## src/cmd_guard_pkg.sv

```systemverilog
// Constants, types and register map of the positioning command guard
package cmd_guard_pkg;

    localparam int AXES = 4;
    localparam int AXW  = 2;
    localparam int ERRW = 9;
    localparam int DW   = 32;
    localparam int ADW  = 8;

    // Register byte offsets
    localparam logic [ADW-1:0] REG_CMD    = 8'h00;
    localparam logic [ADW-1:0] REG_STATUS = 8'h04;
    localparam logic [ADW-1:0] REG_ERR    = 8'h08;
    localparam logic [ADW-1:0] REG_ACCEPT = 8'h0C;

    // Command register fields
    localparam int CMD_OP_LSB   = 0;
    localparam int CMD_OP_MSB   = 2;
    localparam int CMD_AX_LSB   = 4;
    localparam int CMD_AX_MSB   = 5;
    localparam int CMD_SUB_LSB  = 6;
    localparam int CMD_SUB_MSB  = 7;
    localparam int CMD_ABS_BIT  = 8;
    localparam int CMD_CSPD_BIT = 9;

    // Status register fields
    localparam int ST_BUSY_LSB  = 0;
    localparam int ST_INH_LSB   = 4;
    localparam int ST_STEP_LSB  = 8;
    localparam int ST_ORG_LSB   = 12;
    localparam int ST_PEND_BIT  = 16;
    localparam int ST_ERR_BIT   = 17;

    localparam logic [ERRW-1:0] ERR_NONE         = 9'h000;
    localparam logic [ERRW-1:0] ERR_HOME_BUSY    = 9'h0C9;
    localparam logic [ERRW-1:0] ERR_HOME_INH     = 9'h0CA;
    localparam logic [ERRW-1:0] ERR_FLOAT_BUSY   = 9'h0D3;
    localparam logic [ERRW-1:0] ERR_DIR_BUSY     = 9'h0DD;
    localparam logic [ERRW-1:0] ERR_DIR_INH      = 9'h0DE;
    localparam logic [ERRW-1:0] ERR_DIR_STEP     = 9'h0DF;
    localparam logic [ERRW-1:0] ERR_DIR_ORG      = 9'h0E0;
    localparam logic [ERRW-1:0] ERR_IND_BUSY     = 9'h0E7;
    localparam logic [ERRW-1:0] ERR_IND_INH      = 9'h0E8;
    localparam logic [ERRW-1:0] ERR_IND_STEP     = 9'h0E9;
    localparam logic [ERRW-1:0] ERR_IND_ORG      = 9'h0EA;
    localparam logic [ERRW-1:0] ERR_IND_CSPD     = 9'h0EC;
    localparam logic [ERRW-1:0] ERR_LIN_MBUSY    = 9'h0F1;
    localparam logic [ERRW-1:0] ERR_LIN_SBUSY    = 9'h0F2;
    localparam logic [ERRW-1:0] ERR_LIN_MINH     = 9'h0F4;
    localparam logic [ERRW-1:0] ERR_LIN_SINH     = 9'h0F5;
    localparam logic [ERRW-1:0] ERR_LIN_MSTEP    = 9'h0F7;
    localparam logic [ERRW-1:0] ERR_LIN_SSTEP    = 9'h0F8;
    localparam logic [ERRW-1:0] ERR_LIN_ORG      = 9'h0FA;

    typedef enum logic [2:0] {
        OP_NONE     = 3'h0,
        OP_HOME     = 3'h1,
        OP_FLOAT    = 3'h2,
        OP_DIRECT   = 3'h3,
        OP_INDIRECT = 3'h4,
        OP_LINEAR   = 3'h5,
        OP_STEP_OFF = 3'h6
    } op_t;

    typedef enum logic [1:0] {
        FSM_IDLE = 2'b01,
        FSM_EVAL = 2'b10
    } fsm_t;

    // Status from the axis controllers, same clock domain
    typedef struct packed {
        logic [AXES-1:0] busy;
        logic [AXES-1:0] inhibit;
        logic [AXES-1:0] step_set;
        logic [AXES-1:0] home_done;
    } axis_in_t;

    // Accepted command handed to the axis controllers
    typedef struct packed {
        logic           valid;
        op_t            op;
        logic [AXW-1:0] ax;
        logic [AXW-1:0] sub;
        logic           absolute;
    } cmd_out_t;

    typedef struct packed {
        fsm_t            fsm;
        op_t             op;
        logic [AXW-1:0]  ax;
        logic [AXW-1:0]  sub;
        logic            absolute;
        logic            cspd;
        logic [AXES-1:0] step_code;
        logic [AXES-1:0] origin;
        logic [ERRW-1:0] err;
        logic            rej;
        logic [15:0]     accepted;
        cmd_out_t        cmd;
        logic            ack;
        logic [DW-1:0]   dat;
    } state_t;

endpackage : cmd_guard_pkg

```

## src/positioning_command_guard.sv

```systemverilog
// Command acceptance guard for a multi-axis pulse-train positioner
//
// Chosen here: the register offsets and the Wishbone slave port.
`timescale 1ns/1ps

module positioning_command_guard
    import cmd_guard_pkg::*;
(
    input  wire logic            clk_i,
    input  wire logic            rst_i,
    input  wire logic            ce_i,
    input  wire logic            wb_cyc_i,
    input  wire logic            wb_stb_i,
    input  wire logic            wb_we_i,
    input  wire logic [ADW-1:0]  wb_adr_i,
    input  wire logic [3:0]      wb_sel_i,
    input  wire logic [DW-1:0]   wb_dat_i,
    output logic      [DW-1:0]   wb_dat_o,
    output logic                 wb_ack_o,
    input  wire axis_in_t        axis_i,
    output cmd_out_t             cmd_o,
    output logic      [AXES-1:0] step_code_o,
    output logic      [AXES-1:0] origin_o,
    output logic      [ERRW-1:0] err_code_o,
    output logic                 reject_o
);

    state_t st_r;
    state_t st_nxt;

    logic            req;
    logic            wr_ack;
    logic            rd_now;
    logic            cmd_wr;
    logic            err_wr;
    logic            eval;
    logic [ERRW-1:0] verdict;
    logic [DW-1:0]   status_word;
    logic [AXES-1:0] step_nx;
    logic [AXES-1:0] org_nx;

    // Single-wait-state slave: ack one cycle after the request shows
    assign req    = wb_cyc_i && wb_stb_i;
    assign rd_now = req && !st_r.ack;
    // Writes land on the edge where the master samples ack
    assign wr_ack = req && wb_we_i && st_r.ack;
    assign cmd_wr = wr_ack && wb_adr_i == REG_CMD && wb_sel_i[1:0] == 2'h3
                    && st_r.fsm == FSM_IDLE;
    assign err_wr = wr_ack && wb_adr_i == REG_ERR;
    assign eval   = st_r.fsm == FSM_EVAL;

    // Checks in the order the codes are numbered; first hit wins
    always_comb begin
        verdict = ERR_NONE;
        case (st_r.op)
            OP_HOME: begin
                if (axis_i.busy[st_r.ax])
                    verdict = ERR_HOME_BUSY;
                else if (axis_i.inhibit[st_r.ax])
                    verdict = ERR_HOME_INH;
            end
            OP_FLOAT: begin
                if (axis_i.busy[st_r.ax])
                    verdict = ERR_FLOAT_BUSY;
            end
            OP_DIRECT: begin
                if (axis_i.busy[st_r.ax])
                    verdict = ERR_DIR_BUSY;
                else if (axis_i.inhibit[st_r.ax])
                    verdict = ERR_DIR_INH;
                else if (st_r.step_code[st_r.ax])
                    verdict = ERR_DIR_STEP;
                else if (st_r.absolute && !st_r.origin[st_r.ax])
                    verdict = ERR_DIR_ORG;
            end
            OP_INDIRECT: begin
                if (axis_i.busy[st_r.ax])
                    verdict = ERR_IND_BUSY;
                else if (axis_i.inhibit[st_r.ax])
                    verdict = ERR_IND_INH;
                else if (st_r.step_code[st_r.ax])
                    verdict = ERR_IND_STEP;
                else if (st_r.absolute && !st_r.origin[st_r.ax])
                    verdict = ERR_IND_ORG;
                else if (st_r.cspd)
                    verdict = ERR_IND_CSPD;
            end
            OP_LINEAR: begin
                if (axis_i.busy[st_r.ax])
                    verdict = ERR_LIN_MBUSY;
                else if (axis_i.busy[st_r.sub])
                    verdict = ERR_LIN_SBUSY;
                else if (axis_i.inhibit[st_r.ax])
                    verdict = ERR_LIN_MINH;
                else if (axis_i.inhibit[st_r.sub])
                    verdict = ERR_LIN_SINH;
                else if (st_r.step_code[st_r.ax])
                    verdict = ERR_LIN_MSTEP;
                else if (st_r.step_code[st_r.sub])
                    verdict = ERR_LIN_SSTEP;
                else if (st_r.absolute && !st_r.origin[st_r.ax])
                    verdict = ERR_LIN_ORG;
            end
            default: verdict = ERR_NONE;
        endcase
    end

    // Per-axis step code and origin flags
    generate
        for (genvar a = 0; a < AXES; a++) begin : g_axis
            logic hit;
            logic ok;
            assign hit = eval && st_r.ax == AXW'(a);
            assign ok  = verdict == ERR_NONE;
            // Set from the axis wins over an off command in the same cycle
            assign step_nx[a] = axis_i.step_set[a]
                || (st_r.step_code[a]
                    && !(hit && st_r.op == OP_STEP_OFF));
            // Homing restarts the search, so origin is lost until done
            assign org_nx[a] = axis_i.home_done[a]
                || (hit && ok && st_r.op == OP_FLOAT)
                || (st_r.origin[a]
                    && !(hit && ok && st_r.op == OP_HOME));
        end
    endgenerate

    always_comb begin
        status_word = '0;
        status_word[ST_BUSY_LSB +: AXES] = axis_i.busy;
        status_word[ST_INH_LSB  +: AXES] = axis_i.inhibit;
        status_word[ST_STEP_LSB +: AXES] = st_r.step_code;
        status_word[ST_ORG_LSB  +: AXES] = st_r.origin;
        status_word[ST_PEND_BIT]         = st_r.fsm != FSM_IDLE;
        status_word[ST_ERR_BIT]          = st_r.err != ERR_NONE;
    end

    always_comb begin
        st_nxt = st_r;
        st_nxt.cmd.valid = 1'b0;
        st_nxt.rej       = 1'b0;
        st_nxt.ack       = rd_now;
        st_nxt.step_code = step_nx;
        st_nxt.origin    = org_nx;

        if (rd_now) begin
            case (wb_adr_i)
                REG_CMD: begin
                    st_nxt.dat = '0;
                    st_nxt.dat[CMD_OP_MSB:CMD_OP_LSB]   = st_r.op;
                    st_nxt.dat[CMD_AX_MSB:CMD_AX_LSB]   = st_r.ax;
                    st_nxt.dat[CMD_SUB_MSB:CMD_SUB_LSB] = st_r.sub;
                    st_nxt.dat[CMD_ABS_BIT]             = st_r.absolute;
                    st_nxt.dat[CMD_CSPD_BIT]            = st_r.cspd;
                end
                REG_STATUS: st_nxt.dat = status_word;
                REG_ERR:    st_nxt.dat = {{(DW-ERRW){1'b0}}, st_r.err};
                REG_ACCEPT: st_nxt.dat = {16'h0000, st_r.accepted};
                default:    st_nxt.dat = '0;
            endcase
        end

        // Any write to the error register clears it, unless a refusal lands in the same cycle
        if (err_wr)
            st_nxt.err = ERR_NONE;

        case (st_r.fsm)
            FSM_IDLE: begin
                if (cmd_wr) begin
                    st_nxt.op       = op_t'(wb_dat_i[CMD_OP_MSB:CMD_OP_LSB]);
                    st_nxt.ax       = wb_dat_i[CMD_AX_MSB:CMD_AX_LSB];
                    st_nxt.sub      = wb_dat_i[CMD_SUB_MSB:CMD_SUB_LSB];
                    st_nxt.absolute = wb_dat_i[CMD_ABS_BIT];
                    st_nxt.cspd     = wb_dat_i[CMD_CSPD_BIT];
                    st_nxt.fsm      = FSM_EVAL;
                end
            end
            FSM_EVAL: begin
                st_nxt.fsm = FSM_IDLE;
                if (verdict != ERR_NONE) begin
                    // Refusal wins over a clear landing in the same cycle
                    st_nxt.err = verdict;
                    st_nxt.rej = 1'b1;
                end else if (st_r.op inside {OP_HOME, OP_FLOAT, OP_DIRECT,
                                             OP_INDIRECT, OP_LINEAR}) begin
                    st_nxt.cmd.valid    = 1'b1;
                    st_nxt.cmd.op       = st_r.op;
                    st_nxt.cmd.ax       = st_r.ax;
                    st_nxt.cmd.sub      = st_r.sub;
                    st_nxt.cmd.absolute = st_r.absolute;
                    st_nxt.accepted     = st_r.accepted + 16'h0001;
                end
            end
            default: st_nxt.fsm = FSM_IDLE;
        endcase

        if (!ce_i)
            st_nxt = st_r;
    end

    always_ff @(posedge clk_i) begin
        if (rst_i) begin
            st_r           <= '0;
            st_r.fsm       <= FSM_IDLE;
            st_r.op        <= OP_NONE;
            st_r.cmd.op    <= OP_NONE;
        end else begin
            st_r <= st_nxt;
        end
    end

    assign wb_dat_o    = st_r.dat;
    assign wb_ack_o    = st_r.ack;
    assign cmd_o       = st_r.cmd;
    assign step_code_o = st_r.step_code;
    assign origin_o    = st_r.origin;
    assign err_code_o  = st_r.err;
    assign reject_o    = st_r.rej;
endmodule : positioning_command_guard

```

## config.mk

```make
export PLATFORM = sky130hd
export DESIGN_NAME = positioning_command_guard
export DESIGN_NICKNAME = d
export VERILOG_FILES = /design/src/cmd_guard_pkg.sv /design/src/positioning_command_guard.sv
export SDC_FILE = /design/constraint.sdc
export NUM_CORES = 1
export LEC_CHECK = 0
export ABC_AREA = 1
export BUFFER_PORTS_ARGS = -buffer_cell sky130_fd_sc_hd__buf_4
export CELL_PAD_IN_SITES_DETAIL_PLACEMENT = 1
export CELL_PAD_IN_SITES_GLOBAL_PLACEMENT = 1
export CORE_MARGIN = 5
export CORE_UTILIZATION = 38
export CTS_BUF_LIST = sky130_fd_sc_hd__clkbuf_8
export DETAILED_ROUTE_END_ITERATION = 10
export PLACE_DENSITY_LB_ADDON = 0.1
export SYNTH_ARGS = -nofsm -noshare
export SYNTH_HDL_FRONTEND = slang
export SYNTH_SLANG_ARGS = --single-unit
```

## constraint.sdc

```tcl
create_clock -name clk_i -period 2.6 [get_ports clk_i]
set_input_delay 0.78 -clock clk_i [delete_from_list [all_inputs] [get_ports clk_i]]
set_output_delay 0.78 -clock clk_i [all_outputs]
set_load 0.02 [all_outputs]
```

==> results by group, run 1 <==
Global routing
  – Vias in the first global route: 4904
  – Global-route wire length before repair: 25600 microns
  – Overflow after GRT: 0
  – Largest net degree at the start of global routing: 32
  – Total GRT Usage: 0.227
  – Initial antenna violation count: 0

Power and ir drop
  – Cell Int Power: 1.88 mW
  – Comb pwr share: 0.106
  – Sw frac: 0.267
  – Final total power: 2.56 mW
  – Seq pwr share: 0.452
  – Leakage: 2.38 nW
  – Max rail drop VDD: 0.263 mV
  – P per Cell Area: 480 mW/mm^2
  – Switching power: 684 uW
  – Clock share of power: 0.442

Detailed routing
  – Detailed Route WL: 16100 microns
  – First-pass iteration count of the detailed router: 5
  – Metal3 WL: 663 microns
  – Met2 wire len: 7940 microns
  – Via Count: 4657
  – Top Layer Used: met4
  – Drt wl/cell: 17.7 microns
  – DR iter-0 viols: 170
  – Wire length on met1: 7260 microns
  – Final antenna-violating net count: 0
  – # DRC: 0
  – Drt via density: 5.13

Clock network
  – CTS tree: done
  – Root buffer cell: clkbuf_8
  – Sink Count: 73
  – Total CTS buffers: 9
  – Clock latency on the worst-skew pair: 370 ps
  – Htree depth: 3
  – Longest Clk Path Bufs: 2
  – Worst-path clk slew: 90 ps
  – Postcts setup bufs: 0

STA
  – Final hold slack: 471 ps
  – Tmin final: 2390 ps
  – Fmax: 419 MHz
  – Final Cycle Share: 0.918
  – Final-report hold violation count: 0
  – Setup-failing EPs final: 0
  – Clk_skew: 13.5 ps
  – Slew Limit Fails: 0
  – Unrepaired setup endpoints after global routing: false

Layout
  – Filler cells: 1600
  – Final Cell Area: 0.00533 sq mm
  – ANT cells: 0
  – Share of layout cells above drive strength 1: 0.196
  – Nets: 822
  – Area delta synth->final: 16.4%

Worst setup path
  – Worst path slowest cell: dfxtp_1
  – CP cell instances: inv_1 -> nand2_1 -> nand3_1 -> nand2_1 -> inv_1 -> nor2_1 -> nand3_1 -> nand2_2 -> nand2_4 -> nor2_8 -> nand3_4 -> buf_4 -> o21ai_0 -> inv_1 -> nor2_1
  – Worst r2r path cells: 15
  – Most frequent CP cell: inv_1
  – CP peak stage delay: 500 ps
  – WP data required: 2900 ps
  – Worst endpoint data arrival time: 2690 ps
  – Reg2Reg Setup Slack: 210 ps
  – Worst setup EP type: flop
  – Worst Path Max Fanout: 18
  – Startpoint Class: flop
  – Type of the worst setup path: reg -> reg
  – Reg-to-Reg Start: st_r[78]
  – Reg-to-reg endpoint: st_r[44]

Synth
  – Cells after synthesis: 702
  – Top-count cell post-synth: nand2_1
  – Post-synth ARST share: 0
  – Synth warnings: 0
  – Yosys top cell by area: dfxtp_1
  – Post-synth top area share: 0.319
  – Seq/Total Area, Yosys: 0.319
  – Yosys cell types: 41
  – Most instantiated cells after synthesis: nand2_1, dfxtp_1, inv_1
  – Synth Flop Type: dfxtp_1
  – Top cells by area, synth: dfxtp_1, nand2_1, buf_4, a21oi_1, inv_1
  – EDFF count, synth: 0
  – Seq cells post-synth: 73
  – Synthesized area per cell: 6.53 sq um
  – Synth Cell Area: 0.00458 sq mm

Floorplan
  – Initial Util: 0.385
  – I/O pin cnt: 126
  – Die area: 0.0144 sq mm
  – # rows: 40
  – Die Wd: 120 microns
  – Die Height: 120 microns
  – Core area: 0.0119 sq mm

Hold path
  – Hold EP: wb_dat_o[4]
  – Hold Path Cell Cnt: 2
  – Hold path start: wb_dat_o[4]
  – Hold WC Path Type: reg -> reg

Placed design
  – Hpwl dp: 12600 microns
  – Area post-placement: 0.00509 sq mm
  – Routability cong.: 0.875
  – I/O Buffers: 86

Outcome
  – Result of the run: completed

Flow run
  – Maxcap violations: 0
## cells in the final DEF (no fill, tap or decap), drive strengths merged, types with 6 or more instances in the layout
cell	count
o21ai	41
clkbuf	9
conb	14
xor2	12
nor3	9
a21oi	58
nand2	197
dfxtp	73
a211oi	7
nand4	10
buf	114
nand3	47
o22ai	6
inv	74
nor2	61
## per-layer routing
layer / up-vias / global-route usage
met5: - / 0
met4: 0 / 0.0637
met3: 15 / 0.0443
met1: 2240 / 0.291
met2: 101 / 0.389
li1: 2301 / -
## state kept, by name, indices dropped and copies added (netlist names)
register / cells
st_r: 27
cmd_o: 9
step_code_o: 4
wb_dat_o: 18
err_code_o: 9
reject_o: 1
origin_o: 4
wb_ack_o: 1
## how the worst max path moves through the flow
stage | startpoint | to | slack [ps] | cells past startpoint
floorplan | ce_i | wb_dat_o[17] | 370 | 8
global placement | axis_i[15] | st_r[51] | 60 | 15
detailed placement | axis_i[15] | st_r[42] | -10 | 14
CTS | st_r[81] | cmd_o[4] | 120 | 14
global route | st_r[78] | st_r[48] | 30 | 14
finish | st_r[78] | st_r[44] | 210 | 15
## final cells by class
cell class	instances	area (sq um)	area share
clock buffers	9	124	0.0232
well taps	147	184	0.0345
inverters	74	279	0.0523
repair buffers	114	856	0.160
clock inverters	7	118	0.0221
multi-input cells	483	2310	0.433
flip-flops and latches	73	1460	0.274
## stage by stage
stage | setup TNS (ps) | instances | utilization | setup slack [ps]
finish | 0 | 907 | 0.448 | 214
CTS | 0 | 907 | 0.448 | 118
detailed placement | -19.8 | 891 | 0.427 | -10.9
global route | 0 | 907 | 0.448 | 31.1
global placement | 0 | 891 | 0.427 | 59.9
floorplan | 0 | 715 | - | 368
## cell families (layout without fill, tap and decap cells)
family | count (synthesis) | count (layout) | synth area share
flops | 73 | 73 | 0.319
xor+xnor | 12 | 12 | 0.0229
simple gates | 327 | 327 | 0.308
fa+ha+maj | 1 | 1 | 0.00273
compound gates | 129 | 129 | 0.159
other cells | 1 | 14 | 0.000818
buf+inv | 159 | 204 | 0.188
## timing repair
action | in CTS | in global routing
resized for setup | 0 | 1
hold buffers | 0 | 0
endpoints found under the setup margin | 0 | 25
## worst max-delay path: cells and delay by family, from the launching register on
| family | cells | cell delay [ps] |
|---|---|---|
| compound gates | 1 | 150 |
| simple gates | 10 | 1080 |
| flops | 1 | 500 |
| buf+inv | 4 | 580 |
## power by group through the flow
stage / combinational [mW] / clock (mW) / sequential [mW]
2_1_floorplan: 0.180 / 0 / 1.17
3_3_place_gp: 0.265 / 0 / 1.18
3_5_place_dp: 0.271 / 0 / 1.18
4_1_cts: 0.273 / 1.16 / 1.16
5_1_grt: 0.298 / 1.21 / 1.16
6_report: 0.272 / 1.13 / 1.16
Power figures use the tool's default switching activity.
==> inputs of run 2 (changes only) <==
--- a/config.mk
+++ b/config.mk
@@ -6,11 +6,12 @@
 export NUM_CORES = 1
 export LEC_CHECK = 0
 export ABC_AREA = 1
+export ABC_CLOCK_PERIOD_IN_PS = 2600
 export BUFFER_PORTS_ARGS = -buffer_cell sky130_fd_sc_hd__buf_4
 export CELL_PAD_IN_SITES_DETAIL_PLACEMENT = 1
 export CELL_PAD_IN_SITES_GLOBAL_PLACEMENT = 1
 export CORE_MARGIN = 5
-export CORE_UTILIZATION = 38
+export CORE_UTILIZATION = 25
 export CTS_BUF_LIST = sky130_fd_sc_hd__clkbuf_8
 export DETAILED_ROUTE_END_ITERATION = 10
 export PLACE_DENSITY_LB_ADDON = 0.1
==> run 2 against run 1 <==
Effect of this change: die area grew 47%; worst hold slack lost 2.6 ps; sequential power is essentially flat; total power shrank 10%; cell count grew 8.9%; setup slack gained 130 ps; critical path depth is the same; non-clock buffer count shrank 1; sequential cell count is the same; highest routed layer unchanged.
==> results by group, run 2 (same netlist as run 1, synthesis figures left out) <==
Detailed routing
  – Drt via density: 4.64 (was 5.13)
  – First-pass iteration count of the detailed router: 4 (was 5)
  – Drt wl/cell: 17.4 microns (was 17.7 microns)
  – Detailed Route WL: 17100 microns (was 16100 microns)
  – # DRC: 0 (unchanged)
  – DR iter-0 viols: 176 (was 170)
  – Final antenna-violating net count: 0 (unchanged)
  – Via Count: 4583 (was 4657)

Global routing
  – Overflow after GRT: 0 (unchanged)
  – Global-route wire length before repair: 27300 microns (was 25600 microns)
  – Largest net degree at the start of global routing: 53 (was 32)
  – Vias in the first global route: 4885 (was 4904)
  – Initial antenna violation count: 0 (unchanged)
  – Total GRT Usage: 0.162 (was 0.227)

Hold path
  – Hold WC Path Type: reg -> reg (unchanged)
  – Hold path start: wb_dat_o[6] (was wb_dat_o[4])
  – Hold EP: wb_dat_o[6] (was wb_dat_o[4])
  – Hold Path Cell Cnt: 2 (unchanged)

Worst setup path
  – Worst endpoint data arrival time: 2560 ps (was 2690 ps)
  – Worst setup EP type: flop (unchanged)
  – CP peak stage delay: 430 ps (was 500 ps)
  – WP data required: 2910 ps (was 2900 ps)
  – Reg2Reg Setup Slack: 350 ps (was 210 ps)
  – Worst path slowest cell: dfxtp_1 (unchanged)
  – CP cell instances: inv_2 -> nand2_1 -> nand2_1 -> nand2_1 -> nand2_1 -> nor2_2 -> nand2_1 -> nand2_2 -> nand3_4 -> nor2_8 -> nand3_4 -> buf_4 -> o21ai_0 -> inv_1 -> nor2_1 (was inv_1 -> nand2_1 -> nand3_1 -> nand2_1 -> inv_1 -> nor2_1 -> nand3_1 -> nand2_2 -> nand2_4 -> nor2_8 -> nand3_4 -> buf_4 -> o21ai_0 -> inv_1 -> nor2_1)
  – Worst r2r path cells: 15 (unchanged)
  – Startpoint Class: flop (unchanged)
  – Most frequent CP cell: nand2_1 (was inv_1)
  – Reg-to-Reg Start: st_r[80] (was st_r[78])
  – Type of the worst setup path: reg -> reg (unchanged)
  – Reg-to-reg endpoint: st_r[44] (unchanged)
  – Worst Path Max Fanout: 13 (was 18)

Clock network
  – Postcts setup bufs: 0 (unchanged)
  – Longest Clk Path Bufs: 2 (unchanged)
  – Sink Count: 73 (unchanged)
  – Worst-path clk slew: 80 ps (was 90 ps)
  – Post-CTS resize count: 0 (unchanged)
  – Total CTS buffers: 9 (unchanged)
  – CTS tree: done (unchanged)
  – Clock latency on the worst-skew pair: 370 ps (about the same)
  – Htree depth: 3 (unchanged)
  – Post-CTS Hold Buffers: 0 (unchanged)
  – Root buffer cell: clkbuf_8 (unchanged)

Power and ir drop
  – P per Cell Area: 426 mW/mm^2 (was 480 mW/mm^2)
  – Max rail drop VDD: 0.249 mV (was 0.263 mV)
  – Leakage: 2.35 nW (was 2.38 nW)

Floorplan
  – # rows: 49 (was 40)
  – Die Height: 145 microns (was 120 microns)
  – Die area: 0.0211 sq mm (was 0.0144 sq mm)
  – Initial Util: 0.254 (was 0.385)
  – I/O pin cnt: 126 (unchanged)
  – Die Wd: 145 microns (was 120 microns)
  – Core area: 0.0180 sq mm (was 0.0119 sq mm)

Outcome
  – Result of the run: completed (unchanged)

STA
  – Fmax: 444 MHz (was 419 MHz)
  – Slew Limit Fails: 0 (unchanged)
  – Final Cycle Share: 0.867 (was 0.918)
  – Setup-failing EPs final: 0 (unchanged)
  – Unrepaired setup endpoints after global routing: false (unchanged)
  – Setup TNS: 0 ps (unchanged)
  – Final-report hold violation count: 0 (unchanged)
  – Tmin final: 2250 ps (was 2390 ps)
  – Clk_skew: 8.80 ps (was 13.5 ps)
  – Setup ws final: 347 ps (was 214 ps)

Placed design
  – I/O Buffers: 86 (unchanged)
  – Hpwl dp: 13800 microns (was 12600 microns)
  – Dpl ws: 8.57 ps (was -10.9 ps)
  – Routability cong.: 0.840 (was 0.875)

Layout
  – Share of layout cells above drive strength 1: 0.194 (was 0.196)
  – Largest Register: st_r (unchanged)
  – Most frequent cells in the layout: nand2_1, buf_4, dfxtp_1 (unchanged)
  – Max reg flops: 27 (unchanged)
  – Area delta synth->final: 17.6% (was 16.4%)
  – Nets: 821 (was 822)
  – Most common cell after layout, fill and taps aside: nand2_1 (unchanged)
  – ANT cells: 0 (unchanged)
  – Filler cells: 2288 (was 1600)

Flow run
  – Maxcap violations: 0 (unchanged)
-- run 2: worst max path at each step --
stage	start	endpoint	depth (start not counted)
after detailed placement	axis_i[15]	st_r[44]	15
after CTS	st_r[80]	st_r[44]	15
final	st_r[80]	st_r[44]	15
after global placement	axis_i[15]	st_r[51]	15
after floorplan	ce_i	wb_dat_o[17]	8
after global routing	st_r[80]	st_r[44]	15
-- run 2: stage by stage --
| step | utilization | std cells | area, sq um | hold slack, ps | total power [mW] |
|---|---|---|---|---|---|
| floorplan | - | 715 | 4630 | 445 | 1.35 |
| global placement | 0.289 | 972 | 5210 | 454 | 1.46 |
| detailed placement | 0.289 | 972 | 5210 | 460 | 1.46 |
| CTS | 0.299 | 988 | 5390 | 473 | 2.35 |
| global route | 0.299 | 988 | 5390 | 499 | 2.40 |
| finish | 0.299 | 988 | 5390 | 468 | 2.30 |
-- run 2: layer usage --
layer | track usage | wire, microns
met5 | 0 | 0
met4 | 0.0387 | 235
met3 | 0.0327 | 877
met2 | 0.280 | 8290
met1 | 0.207 | 7740
-- run 2: where the power goes --
group / switching (mW) / leakage [nW] / total, mW / internal [mW]
Combinational: 0.170 / 1.67 / 0.273 / 0.103
Sequential: 0.0257 / 0.591 / 1.16 / 1.13
Clock: 0.491 / 0.0887 / 0.865 / 0.374
-- run 2: worst max-delay path: cells and delay by family, from the launching register on --
kind	cells	cell delay (ps)
AOI/OAI and AO/OA	1	170
DFF	1	430
buffers and inverters	3	430
and+or+nand+nor	11	1180
-- run 2: final cells by class --
type	instances	area, sq um	area share
multi-input cells	483	2310	0.429
clock buffers	10	138	0.0255
clock inverters	6	42.5	0.00789
inverters	74	279	0.0518
well taps	229	287	0.0532
repair buffers	113	873	0.162
flip-flops and latches	73	1460	0.271
==> inputs of run 3 (changes only) <==
--- a/config.mk
+++ b/config.mk
@@ -6,7 +6,7 @@
 export NUM_CORES = 1
 export LEC_CHECK = 0
 export ABC_AREA = 1
-export ABC_CLOCK_PERIOD_IN_PS = 2600
+export ABC_CLOCK_PERIOD_IN_PS = 2200
 export BUFFER_PORTS_ARGS = -buffer_cell sky130_fd_sc_hd__buf_4
 export CELL_PAD_IN_SITES_DETAIL_PLACEMENT = 1
 export CELL_PAD_IN_SITES_GLOBAL_PLACEMENT = 1
==> constraint.sdc (replaced) <==
create_clock -name clk_i -period 2.2 [get_ports clk_i]
set_input_delay 0.66 -clock clk_i [delete_from_list [all_inputs] [get_ports clk_i]]
set_output_delay 0.66 -clock clk_i [all_outputs]
set_load 0.02 [all_outputs]
==> run 3 against run 2 <==
Effect of this change: critical path depth rose by 1; setup slack got worse by 320 ps; critical path type unchanged; combinational power rose by 39%; sequential share of layout area fell by 3.1 points; register-to-register slack got worse by 320 ps; highest routed layer unchanged; largest cell class unchanged; worst hold slack improved by 5.5 ps.
==> results by group, run 3 (same netlist as run 1, synthesis figures left out) <==
Placed design
  – Area post-placement: 0.00549 sq mm (was 0.00521 sq mm)
  – Dpl ws: -233 ps (was 8.57 ps)
  – I/O Buffers: 86 (unchanged)
  – Hpwl dp: 14200 microns (was 13800 microns)
  – Routability cong.: 0.807 (was 0.840)

Flow run
  – Maxcap violations: 0 (unchanged)

Clock network
  – Sink Count: 73 (unchanged)
  – Worst-path clk slew: 80 ps (about the same)
  – Longest Clk Path Bufs: 2 (unchanged)
  – Clock latency on the worst-skew pair: 370 ps (about the same)
  – Total CTS buffers: 9 (unchanged)
  – CTS tree: done (unchanged)
  – Htree depth: 3 (unchanged)
  – Root buffer cell: clkbuf_8 (unchanged)

Layout
  – Most common cell after layout, fill and taps aside: nand2_1 (unchanged)
  – Nets: 875 (was 821)
  – Most frequent cells in the layout: nand2_1, buf_4, dfxtp_1 (unchanged)
  – ANT cells: 0 (unchanged)
  – Share of layout cells above drive strength 1: 0.297 (was 0.194)
  – Register area: 0.00147 sq mm (was 0.00146 sq mm)
  – Max reg flops: 27 (unchanged)
  – Largest Register: st_r (unchanged)
  – Filler cells: 2298 (was 2288)
  – Area delta synth->final: 33.3% (was 17.6%)
  – Final Cell Area: 0.00611 sq mm (was 0.00539 sq mm)
  – Multi-input logic area: 0.00248 sq mm (was 0.00231 sq mm)

STA
  – Final Cycle Share: 0.990 (was 0.867)
  – Setup TNS: 0 ps (unchanged)
  – Unrepaired setup endpoints after global routing: true (was false)
  – Tmin final: 2180 ps (was 2250 ps)
  – Final-report hold violation count: 0 (unchanged)
  – Slew Limit Fails: 0 (unchanged)
  – Clk_skew: 11.4 ps (was 8.80 ps)
  – Setup-failing EPs final: 0 (unchanged)
  – Fmax: 459 MHz (was 444 MHz)
  – Setup ws final: 22.7 ps (was 347 ps)

Power and ir drop
  – Leakage: 2.69 nW (was 2.35 nW)
  – Max rail drop VDD: 0.228 mV (was 0.249 mV)
  – P per Cell Area: 476 mW/mm^2 (was 426 mW/mm^2)
  – Final total power: 2.91 mW (was 2.30 mW)

Detailed routing
  – Via Count: 4833 (was 4583)
  – # DRC: 0 (unchanged)
  – Drt wl/cell: 17.7 microns (was 17.4 microns)
  – DR iter-0 viols: 256 (was 176)
  – Detailed Route WL: 18400 microns (was 17100 microns)
  – First-pass iteration count of the detailed router: 4 (unchanged)
  – Final antenna-violating net count: 0 (unchanged)
  – Drt via density: 4.64 (about the same)

Worst setup path
  – Worst r2r path cells: 16 (was 15)
  – Worst endpoint data arrival time: 2480 ps (was 2560 ps)
  – Worst Path Max Fanout: 7 (was 13)
  – Type of the worst setup path: reg -> reg (unchanged)
  – Reg2Reg Setup Slack: 20 ps (was 350 ps)
  – Reg-to-Reg Start: st_r[81] (was st_r[80])
  – Startpoint Class: flop (unchanged)
  – Worst setup EP type: flop (unchanged)
  – WP data required: 2500 ps (was 2910 ps)
  – Reg-to-reg endpoint: st_r[46] (was st_r[44])
  – CP Launch Point: st_r[81] (was st_r[80])

Global routing
  – Initial antenna violation count: 0 (unchanged)
  – Global-route wire length before repair: 27600 microns (was 27300 microns)
  – Largest net degree at the start of global routing: 29 (was 53)
  – Vias in the first global route: 4974 (was 4885)
  – Total GRT Usage: 0.164 (was 0.162)
  – Overflow after GRT: 0 (unchanged)

Hold path
  – Hold WC Path Type: reg -> reg (unchanged)
  – Hold path start: wb_dat_o[16] (was wb_dat_o[6])
  – Hold Path Cell Cnt: 2 (unchanged)
  – Hold EP: wb_dat_o[16] (was wb_dat_o[6])

Floorplan
  – I/O pin cnt: 126 (unchanged)
  – # rows: 49 (unchanged)
  – Die Wd: 145 microns (unchanged)
  – Die Height: 145 microns (unchanged)
  – Die area: 0.0211 sq mm (unchanged)
  – Initial Util: 0.254 (unchanged)
  – Core area: 0.0180 sq mm (unchanged)

Outcome
  – Result of the run: completed (unchanged)
[run 3: how the worst max path moves through the flow]
stage	to	slack [ps]	cells past startpoint
3_3_place_gp	st_r[44]	-200	15
4_1_cts	st_r[51]	20	16
5_1_grt	st_r[46]	-110	16
3_5_place_dp	st_r[51]	-230	15
6_report	st_r[46]	20	16
2_1_floorplan	wb_dat_o[17]	90	8
[run 3: layer usage]
layer / GRT usage / wire, microns
met5: 0 / 0
met4: 0.0420 / 233
met3: 0.0308 / 730
met2: 0.274 / 8810
met1: 0.220 / 8620
[run 3: what timing repair did]
action,4_1_cts,5_1_grt
hold buffers,0,0
setup buffers,0,13
cloned,0,4
gates resized for setup,4,69
pin swaps,0,10
endpoints found under the setup margin,18,38
[run 3: where the power goes]
| group | total [mW] | switching, mW | internal [mW] |
|---|---|---|---|
| Sequential | 1.37 | 0.0301 | 1.34 |
| Clock | 1.16 | 0.575 | 0.583 |
| Combinational | 0.380 | 0.222 | 0.158 |
| Total | 2.91 | 0.827 | 2.08 |
[run 3: critical path: stages (launching register included)]
cell	delay, ps
dfxtp_4	390
buf_8	140
buf_4	130
nand3_2	70
nand2_2	80
nor2_4	110
nand2_1	80
nand2_2	90
nand2_2	60
inv_2	60
nand3_4	80
nor2_8	130
nand3_4	180
inv_4	160
clkbuf_16	160
nand2_1	50
a21oi_1	120
[run 3: area by class of cell]
cell class	count	share of cell area
Multi-Input combinational cell	483	0.406
Sequential cell	73	0.240
Timing Repair Buffer	167	0.225
Inverter	74	0.0479
Tap cell	229	0.0469
Clock buffer	11	0.0248
Clock inverter	4	0.00860
[run 3: stage by stage]
step	cells	hold WS, ps	util
after floorplan	715	445	-
after global placement	1009	454	0.304
after detailed placement	1009	463	0.304
after CTS	1024	477	0.316
after global routing	1041	494	0.339
final	1041	474	0.339
